### config.mk
export PLATFORM = sky130hd
export DESIGN_NAME = apc_adc_port
export DESIGN_NICKNAME = d
export VERILOG_FILES = /design/src/inc/apc_pkg.sv /design/src/logic/apc_adc_port.sv /design/src/logic/apc_seq_mem.sv
export SDC_FILE = /design/constraint.sdc
export NUM_CORES = 1
export LEC_CHECK = 0
export BUFFER_PORTS_ARGS = -buffer_cell sky130_fd_sc_hd__buf_4
export CAP_MARGIN = 20
export CELL_PAD_IN_SITES_DETAIL_PLACEMENT = 1
export CELL_PAD_IN_SITES_GLOBAL_PLACEMENT = 1
export CORE_MARGIN = 10
export CORE_UTILIZATION = 35
export CTS_CLUSTER_DIAMETER = 80
export DETAILED_ROUTE_END_ITERATION = 10
export GPL_TIMING_DRIVEN = 0
export PLACE_DENSITY_LB_ADDON = 0.1
export SLEW_MARGIN = 10
export SYNTH_ARGS = -nofsm -noshare
export SYNTH_HDL_FRONTEND = slang
export SYNTH_SLANG_ARGS = --single-unit
export TNS_END_PERCENT = 30
### constraint.sdc
create_clock -name clk -period 2.5 [get_ports clk]
set_input_delay 0.5 -clock clk [delete_from_list [all_inputs] [get_ports clk]]
set_output_delay 0.5 -clock clk [all_outputs]
set_load 0.01 [all_outputs]
### src/inc/apc_pkg.sv
// Shared constants, field layout, timing counts and state codes for the converter port.
//
// Function
// - Read word: 12-bit result plus 4-bit channel
// - Drive data only while select and read low
// - Polarity low: straight binary result code
// - Polarity high: two's complement result code
// - Readback shows 7-bit status on upper pins
// - Readback keeps nine lower pins undriven
// - Conversion timed internally, under 650 ns
// - Acquisition 150 ns, start every 800 ns
// - Light shutdown wake takes 200 ns
// - Power-down low means shutdown
// - Select level picks light or deep shutdown
// - Falling start with select low begins conversion
// - Starts ignored until current conversion ends
// - Busy low for the whole conversion
// - Strobes held low: outputs follow, capture on busy
// - Select only: outputs float until read low
// - Tied strobes: old result, then new on busy
// - Channel field shows address used by conversion
// - Status holds six stored bits plus end flag
// - Status bit zero marks last sequence location
package apc_pkg;

  localparam int CLK_PERIOD_NS = 50;

  // Conversion, acquisition and light-shutdown wake times in nanoseconds.
  localparam int CONV_TYP_NS  = 550;
  localparam int CONV_MAX_NS  = 650;
  localparam int ACQ_NS       = 150;
  localparam int THROUGHPUT_NS = 800;
  localparam int NAP_WAKE_NS  = 200;

  localparam int CONV_CYC     = CONV_TYP_NS / CLK_PERIOD_NS;
  localparam int CONV_MAX_CYC = CONV_MAX_NS / CLK_PERIOD_NS;
  localparam int ACQ_CYC      = (ACQ_NS + CLK_PERIOD_NS - 1) / CLK_PERIOD_NS;
  localparam int THRU_CYC     = THROUGHPUT_NS / CLK_PERIOD_NS;
  localparam int NAP_WAKE_CYC = (NAP_WAKE_NS + CLK_PERIOD_NS - 1) / CLK_PERIOD_NS;

  // Conversion counter points: the result is queued here and the deliver phase starts here.
  localparam logic [3:0] CONV_PUSH_AT = 4'(CONV_CYC - 3);
  localparam logic [3:0] CONV_END_AT  = 4'(CONV_CYC - 2);

  // Output word layout.
  localparam int WORD_W      = 16;
  localparam int RESULT_W    = 12;
  localparam int DIFF_POS    = 15;
  localparam int ADDR_MSB    = 14;
  localparam int ADDR_LSB    = 12;
  localparam int STATUS_LSB  = 9;
  localparam int STATUS_W    = 7;
  localparam int CFG_W       = 6;
  localparam int LOW_FLOAT_W = 9;

  // Sequencer memory shape.
  localparam int SEQ_DEPTH = 16;
  localparam int SEQ_AW    = 4;

  // Synchroniser bit positions of the sampled pins.
  localparam int SY_CS   = 0;
  localparam int SY_RD   = 1;
  localparam int SY_CONV = 2;
  localparam int SY_PD   = 3;
  localparam int SY_POL  = 4;
  localparam int SY_GAIN = 5;
  localparam int SY_DIFF = 6;
  localparam int SY_A0   = 7;
  localparam int SY_SEQ  = 10;
  localparam int SY_WR   = 11;
  localparam int SY_W    = 12;

  localparam logic [WORD_W-1:0] WORD_RESET = 16'h0000;

  typedef enum logic [2:0] {
    ST_IDLE    = 3'b000,
    ST_CONV    = 3'b001,
    ST_DELIVER = 3'b010,
    ST_SEQ     = 3'b011,
    ST_POWER_DOWN_N    = 3'b100
  } apc_state_t;

endpackage

### src/logic/apc_adc_port.sv
// Conversion control, result buffering, sequencer readback and parallel output of the converter port.
`timescale 1ns/1ps
`default_nettype none
module apc_adc_port
  import apc_pkg::*;
#(
  parameter int RES_BITS = 12
) (
  // Clock and reset
  input  wire logic                clk,
  input  wire logic                rstn,
  // Host control pins
  input  wire logic                cs_n,
  input  wire logic                rd_n,
  input  wire logic                conversion_start_n,
  input  wire logic                power_down_n,
  // Configuration pins
  input  wire logic                polarity_select,
  input  wire logic                gain_select,
  input  wire logic                diff_in,
  input  wire logic [2:0]          addr_in,
  // Sequencer access pins
  input  wire logic                seq_access,
  input  wire logic                seq_wr_n,
  // Parallel data bus
  output logic      [WORD_W-1:0]   data_out,
  output logic      [WORD_W-1:0]   data_oe_n,
  output logic                     busy,
  // Converter core
  input  wire logic [RESULT_W-1:0] adc_code,
  output logic                     track_hold,
  output logic                     conv_diff,
  output logic      [2:0]          conv_mux_addr,
  output logic                     conv_polarity,
  output logic                     conv_gain,
  // Power state
  output logic                     shutdown_light,
  output logic                     shutdown_deep
);

  initial
  begin
    if (RES_BITS != 12 && RES_BITS != 10)
      $error("apc_adc_port: RES_BITS must be 12 or 10");
    if (CONV_CYC + 1 > CONV_MAX_CYC || CONV_CYC + 1 + ACQ_CYC > THRU_CYC)
      $error("apc_adc_port: conversion timing exceeds its limits");
  end

  // The narrow variant keeps the upper result bits and forces the dropped ones to zero.
  localparam logic [RESULT_W-1:0] RES_MASK = {RESULT_W{1'b1}} << (RESULT_W - RES_BITS);

  // Offset-binary core code to output code; bipolar only flips the sign bit.
  function automatic logic [RESULT_W-1:0] encode_result(input logic [RESULT_W-1:0] code,
                                                        input logic bipolar);
    logic [RESULT_W-1:0] r;
    r = code & RES_MASK;
    if (bipolar)
      r[RESULT_W-1] = ~r[RESULT_W-1];
    return r;
  endfunction

  // Every pin is foreign to clk, so all pass two flip-flops before use.
  // Reset loads each pin's idle level; the sequencer access pin idles low, so no false access follows reset.
  logic [SY_W-1:0] sync1_reg;
  logic [SY_W-1:0] sync2_reg;
  logic [SY_W-1:0] prev_reg;
  logic [SY_W-1:0] pins_raw;

  assign pins_raw = {seq_wr_n, seq_access, addr_in, diff_in, gain_select,
                     polarity_select, power_down_n, conversion_start_n, rd_n, cs_n};

  always_ff @(posedge clk or negedge rstn)
  begin
    if (!rstn)
    begin
      sync1_reg <= 12'hbff;
      sync2_reg <= 12'hbff;
      prev_reg  <= 12'hbff;
    end
    else
    begin
      sync1_reg <= pins_raw;
      sync2_reg <= sync1_reg;
      prev_reg  <= sync2_reg;
    end
  end

  logic       s_cs_n;
  logic       s_rd_n;
  logic       s_pd_n;
  logic       s_seq;
  logic [5:0] s_cfg;
  logic       start_fall;
  logic       wr_rise;
  logic       rd_rise;
  logic       seq_change;
  logic       drive;

  assign s_cs_n     = sync2_reg[SY_CS];
  assign s_rd_n     = sync2_reg[SY_RD];
  assign s_pd_n     = sync2_reg[SY_PD];
  assign s_seq      = sync2_reg[SY_SEQ];
  // Stored configuration order: diff, address[2:0], polarity, gain.
  assign s_cfg      = {sync2_reg[SY_DIFF], sync2_reg[SY_A0+2:SY_A0], sync2_reg[SY_POL], sync2_reg[SY_GAIN]};
  assign start_fall = prev_reg[SY_CONV] && !sync2_reg[SY_CONV];
  assign wr_rise    = !prev_reg[SY_WR] && sync2_reg[SY_WR];
  assign rd_rise    = !prev_reg[SY_RD] && s_rd_n;
  assign seq_change = prev_reg[SY_SEQ] != s_seq;
  assign drive      = !s_cs_n && !s_rd_n;

  apc_state_t  state_reg;
  apc_state_t  state_next;
  logic [3:0]  conv_cnt_reg;
  logic [2:0]  acq_cnt_reg;
  logic [2:0]  wake_cnt_reg;
  logic [5:0]  cfg_reg;
  logic        start_ok;
  logic        push;

  // Two-entry result buffer between the converter and the output register.
  logic [WORD_W-1:0] buf_mem_reg [2];
  logic              buf_wp_reg;
  logic              buf_rp_reg;
  logic [1:0]        buf_cnt_reg;
  logic              buf_in_ready;
  logic              buf_out_valid;
  logic              buf_out_ready;
  logic              pop;
  logic [WORD_W-1:0] push_word;

  assign buf_in_ready  = buf_cnt_reg != 2'h2;
  assign buf_out_valid = buf_cnt_reg != 2'h0;
  // The output register stalls while it shows sequencer status, so nothing queued is overwritten.
  assign buf_out_ready = state_reg != ST_SEQ;
  assign pop           = buf_out_valid && buf_out_ready;
  assign push          = state_reg == ST_CONV && conv_cnt_reg == CONV_PUSH_AT && buf_in_ready;

  // Channel field carries the address latched for this very conversion.
  assign push_word = {cfg_reg[5], cfg_reg[4:2], encode_result(adc_code, cfg_reg[1])};

  // A start is taken only when idle, selected, rested and with room for its result.
  assign start_ok = state_reg == ST_IDLE && !s_cs_n && start_fall
                    && acq_cnt_reg == 3'h0 && wake_cnt_reg == 3'h0 && buf_in_ready;

  always_comb
  begin
    state_next = state_reg;
    if (!s_pd_n)
      state_next = ST_POWER_DOWN_N;
    else
    begin
      unique case (state_reg)
        ST_IDLE:
        begin
          if (s_seq)
            state_next = ST_SEQ;
          else if (start_ok)
            state_next = ST_CONV;
        end
        ST_CONV:
        begin
          if (conv_cnt_reg == CONV_END_AT)
            state_next = ST_DELIVER;
        end
        ST_DELIVER:
        begin
          if (!buf_out_valid)
            state_next = ST_IDLE;
        end
        ST_SEQ:
        begin
          if (!s_seq)
            state_next = ST_IDLE;
        end
        ST_POWER_DOWN_N:
          state_next = ST_IDLE;
        default:
          state_next = ST_IDLE;
      endcase
    end
  end

  always_ff @(posedge clk or negedge rstn)
  begin
    if (!rstn)
      state_reg <= ST_IDLE;
    else
      state_reg <= state_next;
  end

  always_ff @(posedge clk or negedge rstn)
  begin
    if (!rstn)
      conv_cnt_reg <= 4'h0;
    else if (state_reg == ST_CONV)
      conv_cnt_reg <= conv_cnt_reg + 4'h1;
    else
      conv_cnt_reg <= 4'h0;
  end

  // Configuration is frozen at the start so a pin change mid-conversion cannot corrupt the field.
  always_ff @(posedge clk or negedge rstn)
  begin
    if (!rstn)
      cfg_reg <= 6'h00;
    else if (start_ok && s_pd_n && !s_seq)
      cfg_reg <= s_cfg;
  end

  // Acquisition rest after each conversion keeps the throughput within one start per 800 ns.
  always_ff @(posedge clk or negedge rstn)
  begin
    if (!rstn)
      acq_cnt_reg <= 3'h0;
    else if (state_reg == ST_DELIVER && state_next == ST_IDLE)
      acq_cnt_reg <= 3'(ACQ_CYC);
    else if (acq_cnt_reg != 3'h0)
      acq_cnt_reg <= acq_cnt_reg - 3'h1;
  end

  // Wake time after shutdown; deep sleep uses the same count, the reference wait is the host's.
  always_ff @(posedge clk or negedge rstn)
  begin
    if (!rstn)
      wake_cnt_reg <= 3'h0;
    else if (state_reg == ST_POWER_DOWN_N)
      wake_cnt_reg <= 3'(NAP_WAKE_CYC);
    else if (wake_cnt_reg != 3'h0)
      wake_cnt_reg <= wake_cnt_reg - 3'h1;
  end

  always_ff @(posedge clk or negedge rstn)
  begin
    if (!rstn)
    begin
      buf_wp_reg  <= 1'b0;
      buf_rp_reg  <= 1'b0;
      buf_cnt_reg <= 2'h0;
    end
    else
    begin
      if (push)
        buf_wp_reg <= ~buf_wp_reg;
      if (pop)
        buf_rp_reg <= ~buf_rp_reg;
      if (push && !pop)
        buf_cnt_reg <= buf_cnt_reg + 2'h1;
      else if (pop && !push)
        buf_cnt_reg <= buf_cnt_reg - 2'h1;
    end
  end

  always_ff @(posedge clk or negedge rstn)
  begin
    if (!rstn)
    begin
      buf_mem_reg[0] <= WORD_RESET;
      buf_mem_reg[1] <= WORD_RESET;
    end
    else if (push)
      buf_mem_reg[buf_wp_reg] <= push_word;
  end

  // Last finished result; it stays put through a new conversion until that one completes.
  logic [WORD_W-1:0] result_reg;

  always_ff @(posedge clk or negedge rstn)
  begin
    if (!rstn)
      result_reg <= WORD_RESET;
    else if (pop)
      result_reg <= buf_mem_reg[buf_rp_reg];
  end

  // Sequencer pointer, last written location and stored configuration.
  logic [SEQ_AW-1:0] seq_ptr_reg;
  logic [SEQ_AW-1:0] seq_last_reg;
  logic              seq_we;
  logic [CFG_W-1:0]  seq_rdata;
  logic              eos_flag;

  assign seq_we   = state_reg == ST_SEQ && wr_rise && s_rd_n;
  assign eos_flag = seq_ptr_reg == seq_last_reg;

  always_ff @(posedge clk or negedge rstn)
  begin
    if (!rstn)
      seq_ptr_reg <= '0;
    else if (seq_change)
      seq_ptr_reg <= '0;
    else if (seq_we || (state_reg == ST_SEQ && rd_rise))
      seq_ptr_reg <= seq_ptr_reg + 4'h1;                         // wraps after 16 locations
  end

  always_ff @(posedge clk or negedge rstn)
  begin
    if (!rstn)
      seq_last_reg <= 4'hf;
    else if (seq_we)
      seq_last_reg <= seq_ptr_reg;
  end

  apc_seq_mem #(
    .WIDTH (CFG_W),
    .DEPTH (SEQ_DEPTH),
    .AW    (SEQ_AW)
  ) u_seq_mem (
    .clk   (clk),
    .rstn  (rstn),
    .we    (seq_we),
    .waddr (seq_ptr_reg),
    .wdata (s_cfg),
    .raddr (seq_ptr_reg),
    .rdata (seq_rdata)
  );

  // Output pins are registered; enables are low while a pin is driven.
  always_ff @(posedge clk or negedge rstn)
  begin
    if (!rstn)
    begin
      data_out  <= WORD_RESET;
      data_oe_n <= 16'hffff;
    end
    else if (state_reg == ST_SEQ)
    begin
      data_out  <= {seq_rdata, eos_flag, {LOW_FLOAT_W{1'b0}}};
      data_oe_n <= {{STATUS_W{~drive}}, {LOW_FLOAT_W{1'b1}}};
    end
    else
    begin
      data_out  <= result_reg;
      data_oe_n <= {WORD_W{~drive}};
    end
  end

  // Busy follows the state a cycle late so the new word is already on the pins when it rises.
  always_ff @(posedge clk or negedge rstn)
  begin
    if (!rstn)
      busy <= 1'b1;
    else
      busy <= state_reg == ST_IDLE || state_reg == ST_POWER_DOWN_N || !s_pd_n;
  end

  always_ff @(posedge clk or negedge rstn)
  begin
    if (!rstn)
    begin
      shutdown_light <= 1'b0;
      shutdown_deep  <= 1'b0;
      track_hold     <= 1'b0;
    end
    else
    begin
      shutdown_light <= state_next == ST_POWER_DOWN_N && !s_cs_n;
      shutdown_deep  <= state_next == ST_POWER_DOWN_N && s_cs_n;
      track_hold     <= state_next == ST_CONV;
    end
  end

  assign conv_diff     = cfg_reg[5];
  assign conv_mux_addr = cfg_reg[4:2];
  assign conv_polarity = cfg_reg[1];
  assign conv_gain     = cfg_reg[0];

endmodule
`default_nettype wire

### src/logic/apc_seq_mem.sv
// Small single-port-write, registered-read memory holding the sequencer locations.
`timescale 1ns/1ps
`default_nettype none
module apc_seq_mem #(
  parameter int WIDTH = 6,
  parameter int DEPTH = 16,
  parameter int AW    = 4
) (
  // Clock and reset
  input  wire logic             clk,
  input  wire logic             rstn,
  // Write side
  input  wire logic             we,
  input  wire logic [AW-1:0]    waddr,
  input  wire logic [WIDTH-1:0] wdata,
  // Read side
  input  wire logic [AW-1:0]    raddr,
  output logic      [WIDTH-1:0] rdata
);

  logic [WIDTH-1:0] mem [DEPTH];

  initial
  begin
    if (DEPTH > (1 << AW) || WIDTH < 1)
      $error("apc_seq_mem: depth does not fit the address width");
  end

  // The array has no reset, like the part it stands for; contents survive shutdown.
  always_ff @(posedge clk)
  begin
    if (we)
      mem[waddr] <= wdata;
  end

  always_ff @(posedge clk or negedge rstn)
  begin
    if (!rstn)
      rdata <= '0;
    else
      rdata <= mem[raddr];
  end

endmodule
`default_nettype wire
=== Word level (Yosys, flattened, before mapping) ===
Memory sizes are Yosys's and may differ from the RTL's. A register that Yosys moved wholly into a read port is not among the register bits.
Cells that the tools add are included.

* Bits in latches: 0
* Memories: 1
* Memory bits (writable): 96
* Bits in registers: 145
* Memory bits (read-only): 0
* Bits of input ports: 26
* Word-level logic and storage cells: 124

{| class="wikitable"
|+ Memory list
! name !! depth !! width !! rd ports !! clocked after Yosys merged registers in !! write ports !! line !! source
|-
| u_seq_mem.mem || 16 || 6 || 1 || 1 || 1 || apc_seq_mem.sv:21 || <nowiki>logic [WIDTH-1:0] mem [DEPTH];</nowiki>
|}

* Reduce and logical (&&, ||, !) cells: 47
* Bitwise gates (word level): 6
* Add/sub/neg operators: 6
* Div/mod/pow operators: 0
* Shift-type cells: 0
* $mul: 0
* Multiplexer cells: 27
* $lt $le $gt $ge: 3
* Equal/unequal tests: 12

{| class="wikitable"
|+ Operator list
! cell !! count
|-
| two-way mux 16 bit || 5
|-
| bitwise mux 32 bit || 1
|-
| two-way mux 3 bit || 10
|-
| logical AND 1 bit || 23
|-
| demux 16 bit (select 1 bit) || 1
|-
| zero test 3 bit || 4
|-
| two-way mux 4 bit || 3
|-
| one-hot mux 3 bit (4 select lines) || 1
|-
| zero test 1 bit || 10
|-
| nonzero test 2 bit || 5
|-
| two-way mux 9 bit || 1
|-
| adder 4 x 1 -> 4 bit (second input constant) || 2
|-
| == test 4 bit (second input constant) || 2
|-
| == test 3 x 1 -> 1 bit (second input constant) || 2
|-
| == test 3 x 2 -> 1 bit (second input constant) || 2
|-
| == test 3 bit (second input constant) || 2
|-
| nonzero test 3 bit || 2
|-
| subtractor 3 x 1 -> 3 bit (second input constant) || 2
|-
| == test 4 bit || 1
|-
| >= comparator 2 bit (second input constant) || 2
|-
| two-way mux 2 bit || 2
|-
| inverter 1 bit || 4
|-
| inverter 1 -> 2 bit || 2
|-
| logical OR 1 bit || 3
|-
| 7 further kinds || 9
|}

=== Depth between registers and ports, before layout ===
* Word-level depth: 13
* Gate-level depth with buffers: 8
* Depth with buffers taken out: 7

=== Cells and area by module ===
A second synthesis with hierarchy kept.

* Cell total of the unflattened synthesis: 552
* Area total of the unflattened synthesis: 9068.7 µm²

{| class="wikitable"
|+ Modules (own cells, without submodules)
! module !! area an instance (µm²) !! times used !! seq. area each (µm²) !! cells each
|-
| apc_adc_port || 5143.7 || 1 || 3268.1 || 374
|-
| apc_seq_mem || 3925.0 || 1 || 3032.9 || 178
|}

=== Worst setup path before layout ===
OpenSTA, ideal clock, no wires.

* Path type: flip-flop to flip-flop
* Start: register state_reg[2]
* End: memory u_seq_mem.mem[0][0], enable pin
* Stages on the path, launching flop included: 6
* Arrival: 1753 ps
* Setup slack: 370 ps
* Clock period less this slack: 2130 ps
* Cell sequence: dfrtp_1 buf_2 nand3b_1 nor3_2 nand2_1 nor3_1

* Longest elaborated chain between the ends: 5

{| class="wikitable"
|+ Ends and longest elaborated chain
! what !! line !! source
|-
| from (decl) || apc_adc_port.sv:111 || <nowiki>apc_state_t state_reg;</nowiki>
|-
| from (signal assigned) || apc_adc_port.sv:188 || <nowiki>state_reg <= state_next;</nowiki>
|-
| == test 3 x 2 -> 1 bit || apc_adc_port.sv:282 || <nowiki>assign seq_we = state_reg == ST_SEQ && wr_rise && s_rd_n;</nowiki>
|-
| logical AND 1 bit (2 in a row) || apc_adc_port.sv:282 ||
|-
| two-way mux 1 bit || apc_seq_mem.sv:32 || <nowiki>if (we)</nowiki>
|-
| two-way mux 1 bit (implied by the code) || apc_seq_mem.sv:33 || <nowiki>mem[waddr] <= wdata;</nowiki>
|-
| to (decl) || apc_seq_mem.sv:21 ||
|}

Every way passes these cells.

=== Worst setup path after layout ===
* Start: register seq_ptr_reg[1]
* End: memory u_seq_mem.mem[13][0], enable pin

{| class="wikitable"
|+ RTL lines
! what !! line !! source
|-
| from (decl) || apc_adc_port.sv:276 || <nowiki>logic [SEQ_AW-1:0] seq_ptr_reg;</nowiki>
|-
| from (signal assigned) || apc_adc_port.sv:292 || <nowiki>seq_ptr_reg <= seq_ptr_reg + 4'h1;</nowiki>
|}

Straight into the memory's write port.

==> flow_summary.yaml <==
status:
  run_status: "finished clean"
timing:
  rsz0062_at_grt: "true"
  timing.final.crit_share: 0.929
  finalClockSkew_ns: 0.0128
  max_freq_ghz: 0.430
  worst_pin_slew_ns: 0.856
  setup_viol: 0
  final_max_slew_viol_count: 0
  period_minus_slack_ns: 2.32
  relSlewSlack: 0.430
  fin_ws_ns: 0.176
  hold_viol_final: 0
route:
  wl_per_cell_um: 19.7
  drt_iter0_drc: 212
  antenna_left: 0
  dr.pass1.iters: 4
  wirelength_mm: 19.8
  viasPerCell: 4.78
  vias: 4792
  drc: 0
floorplanning:
  fp-row-count: 58
  dieArea_sq_mm: 0.0328
  die_w_um: 181
  die_y_um: 181
  core_sq_mm: 0.0253
  ios: 68
  start_util: 0.358
clocking:
  clk_latency_ns: 0.52
  clock-sinks: 231
  clkTransAtPathRegs_ns: 0.06
  post_cts_buffers: 0
  clockBufferDepth: 3
  cts_buffers: 26
  htree_levels: 1
  root_buffer: "clkbuf_16"
  cts_tree: "built"
synth:
  netlist_area_sq_mm: 0.00908
  synth.top_cell.area_share: 0.318
  seq_area_frac_synth: 0.694
  yosys_warnings: 0
  synth_edf_count: 96
  syn_nets: 593
  synth-seq-cells: 231
  synth_cells: 555
  ys.flop_type: "dfrtp_1"
  synth_area_leaders: "edfxtp_1 (32%), dfrtp_1 (28%), dfstp_2 (9.3%)"
  syn_avg_cell_area_sq_um: 16.4
  synth.distinct_cells: 52
  synth-async-reset-ratio: 0.584
  synth_area_leader_cell: "edfxtp_1"
global_routing:
  grt_max_degree: 88
  grt.overflow.total: 0
  grt_pass1_wl_mm: 31.9
  grt.total_usage: 0.121
  grt_pass1_vias: 5539
  antenna_found_initial: 0
place:
  port-buffer-count: 67
  pre_cts_ws_ns: -0.445
  placedCellCount: 953
  place_congestion: 0.764
  dp_hpwl_mm: 13.3
pwr:
  total_leakage_power_uw: 0.00435
  vdd_drop_max_mv: 0.516
  power_density_mw_per_mm2: 748
min_path:
  min_path_type: "input pin to register"
critical_path:
  cp.arrival_ns: 2.57
  end_kind: "register"
  worstSetupPathType: "register to register"
  cp_max_fo: 10
  critPathLaunchType: "register"
  worstPathRequired_ns: 2.74
finish:
  layout_common_cells: "dfrtp_1 (103), edfxtp_1 (96), buf_4 (85)"
  largest_reg_flops: 96
  fillerInstances: 2511
  mostFrequentLayoutCell: "dfrtp_1"
  drive_above_1_share: 0.381
  finalNetCount: 690
  diodes: 0
  area_delta_synth_final_pct: 20.6
  finalNonFillerCells: 1002
run:
  max-cap-violations: 0
-- cells by family (layout without fill, tap and decap cells) --
family,count (synthesis),count (layout),synth area share
flip-flops,231,231,0.694
AND/OR/NAND/NOR,105,105,0.0611
multiplexers,89,89,0.142
buffers and inverters,54,171,0.0358
AO/OA/AOI/OAI,46,46,0.0331
XOR/XNOR,18,18,0.0174
adder cells (fa/ha/maj),12,12,0.0165
-- synthesized netlist by cell type, types with 11 or more instances --
master      n
dfrtp_1   103
nand2_1    32
dfstp_2    32
nor2_1     22
mux2_2     26
inv_1      12
mux2i_1    17
buf_4      19
a22oi_1    12
mux2_1     12
mux4_2     24
ha_1       12
xnor2_1    11
and2_1     12
edfxtp_1   96
o21ai_0    21
-- worst max-delay path, stage by stage (launching register included) --
cell,delay [ns]
dfrtp_1,0.40
buf_1,0.57
buf_2,0.38
inv_1,0.10
ha_1,0.19
nand2_1,0.25
nor2_2,0.16
-- where the power goes --
group	internal (uW)	leakage (uW)	switching (uW)
Sequential	4070	0.00257	78.3
Combinational	199	0.00138	216
Clock	2190	0.000402	1440
-- layout make-up --
type	count	area, sq um	share of cell area
sequential	231	6300	0.575
multi-input combinational	270	2530	0.231
clock buffer	38	757	0.0691
timing repair buffer	69	544	0.0497
tap	330	413	0.0377
buffer	42	282	0.0257
clock inverter	10	75.1	0.00686
inverter	12	45.0	0.00411
-- stage by stage --
stage / area [sq um] / setup TNS, ns / hold slack (ns) / total power, uW / util
global placement: 9990 / -10.86 / 0.337 / 4590 / 0.395
CTS: 10900 / -6.58 / 0.0635 / 8330 / 0.431
finish: 10900 / 0 / 0.0935 / 8190 / 0.432
floorplan: 9080 / 0 / 0.204 / 4430 / -
global route: 10900 / -0.0134 / 0.0646 / 8590 / 0.432
detailed placement: 10000 / -13.90 / 0.336 / 4640 / 0.396
-- per-layer routing --
| metal | wire [um] | track usage |
|---|---|---|
| met3 | 856 | 0.0226 |
| met5 | 0 | 0 |
| met4 | 348 | 0.0329 |
| met1 | 8970 | 0.157 |
| met2 | 9600 | 0.202 |
-- worst paths after layout --
kind                                 from                    to  slack [ns]  depth (start not counted)
max reg2reg                seq_ptr_reg[1]  u_seq_mem.mem[13][0]        0.18                          6
max                        seq_ptr_reg[1]  u_seq_mem.mem[13][0]        0.18                          6
max in group asynchronous            rstn          sync2_reg[7]        1.16                          3
min                            addr_in[2]          sync1_reg[9]        0.09                          1
min reg2reg                 sync1_reg[10]         sync2_reg[10]        0.35                          0
min in group asynchronous            rstn       buf_mem_reg[22]        0.50                          2
-- what timing repair did --
item	in CTS	in global routing
endpoints found under the setup margin	97	96
endpoints found under the hold margin	44	0
gates resized for setup	10	13
hold buffers	1	0
Note: power is estimated with default switching activity, not from simulation.
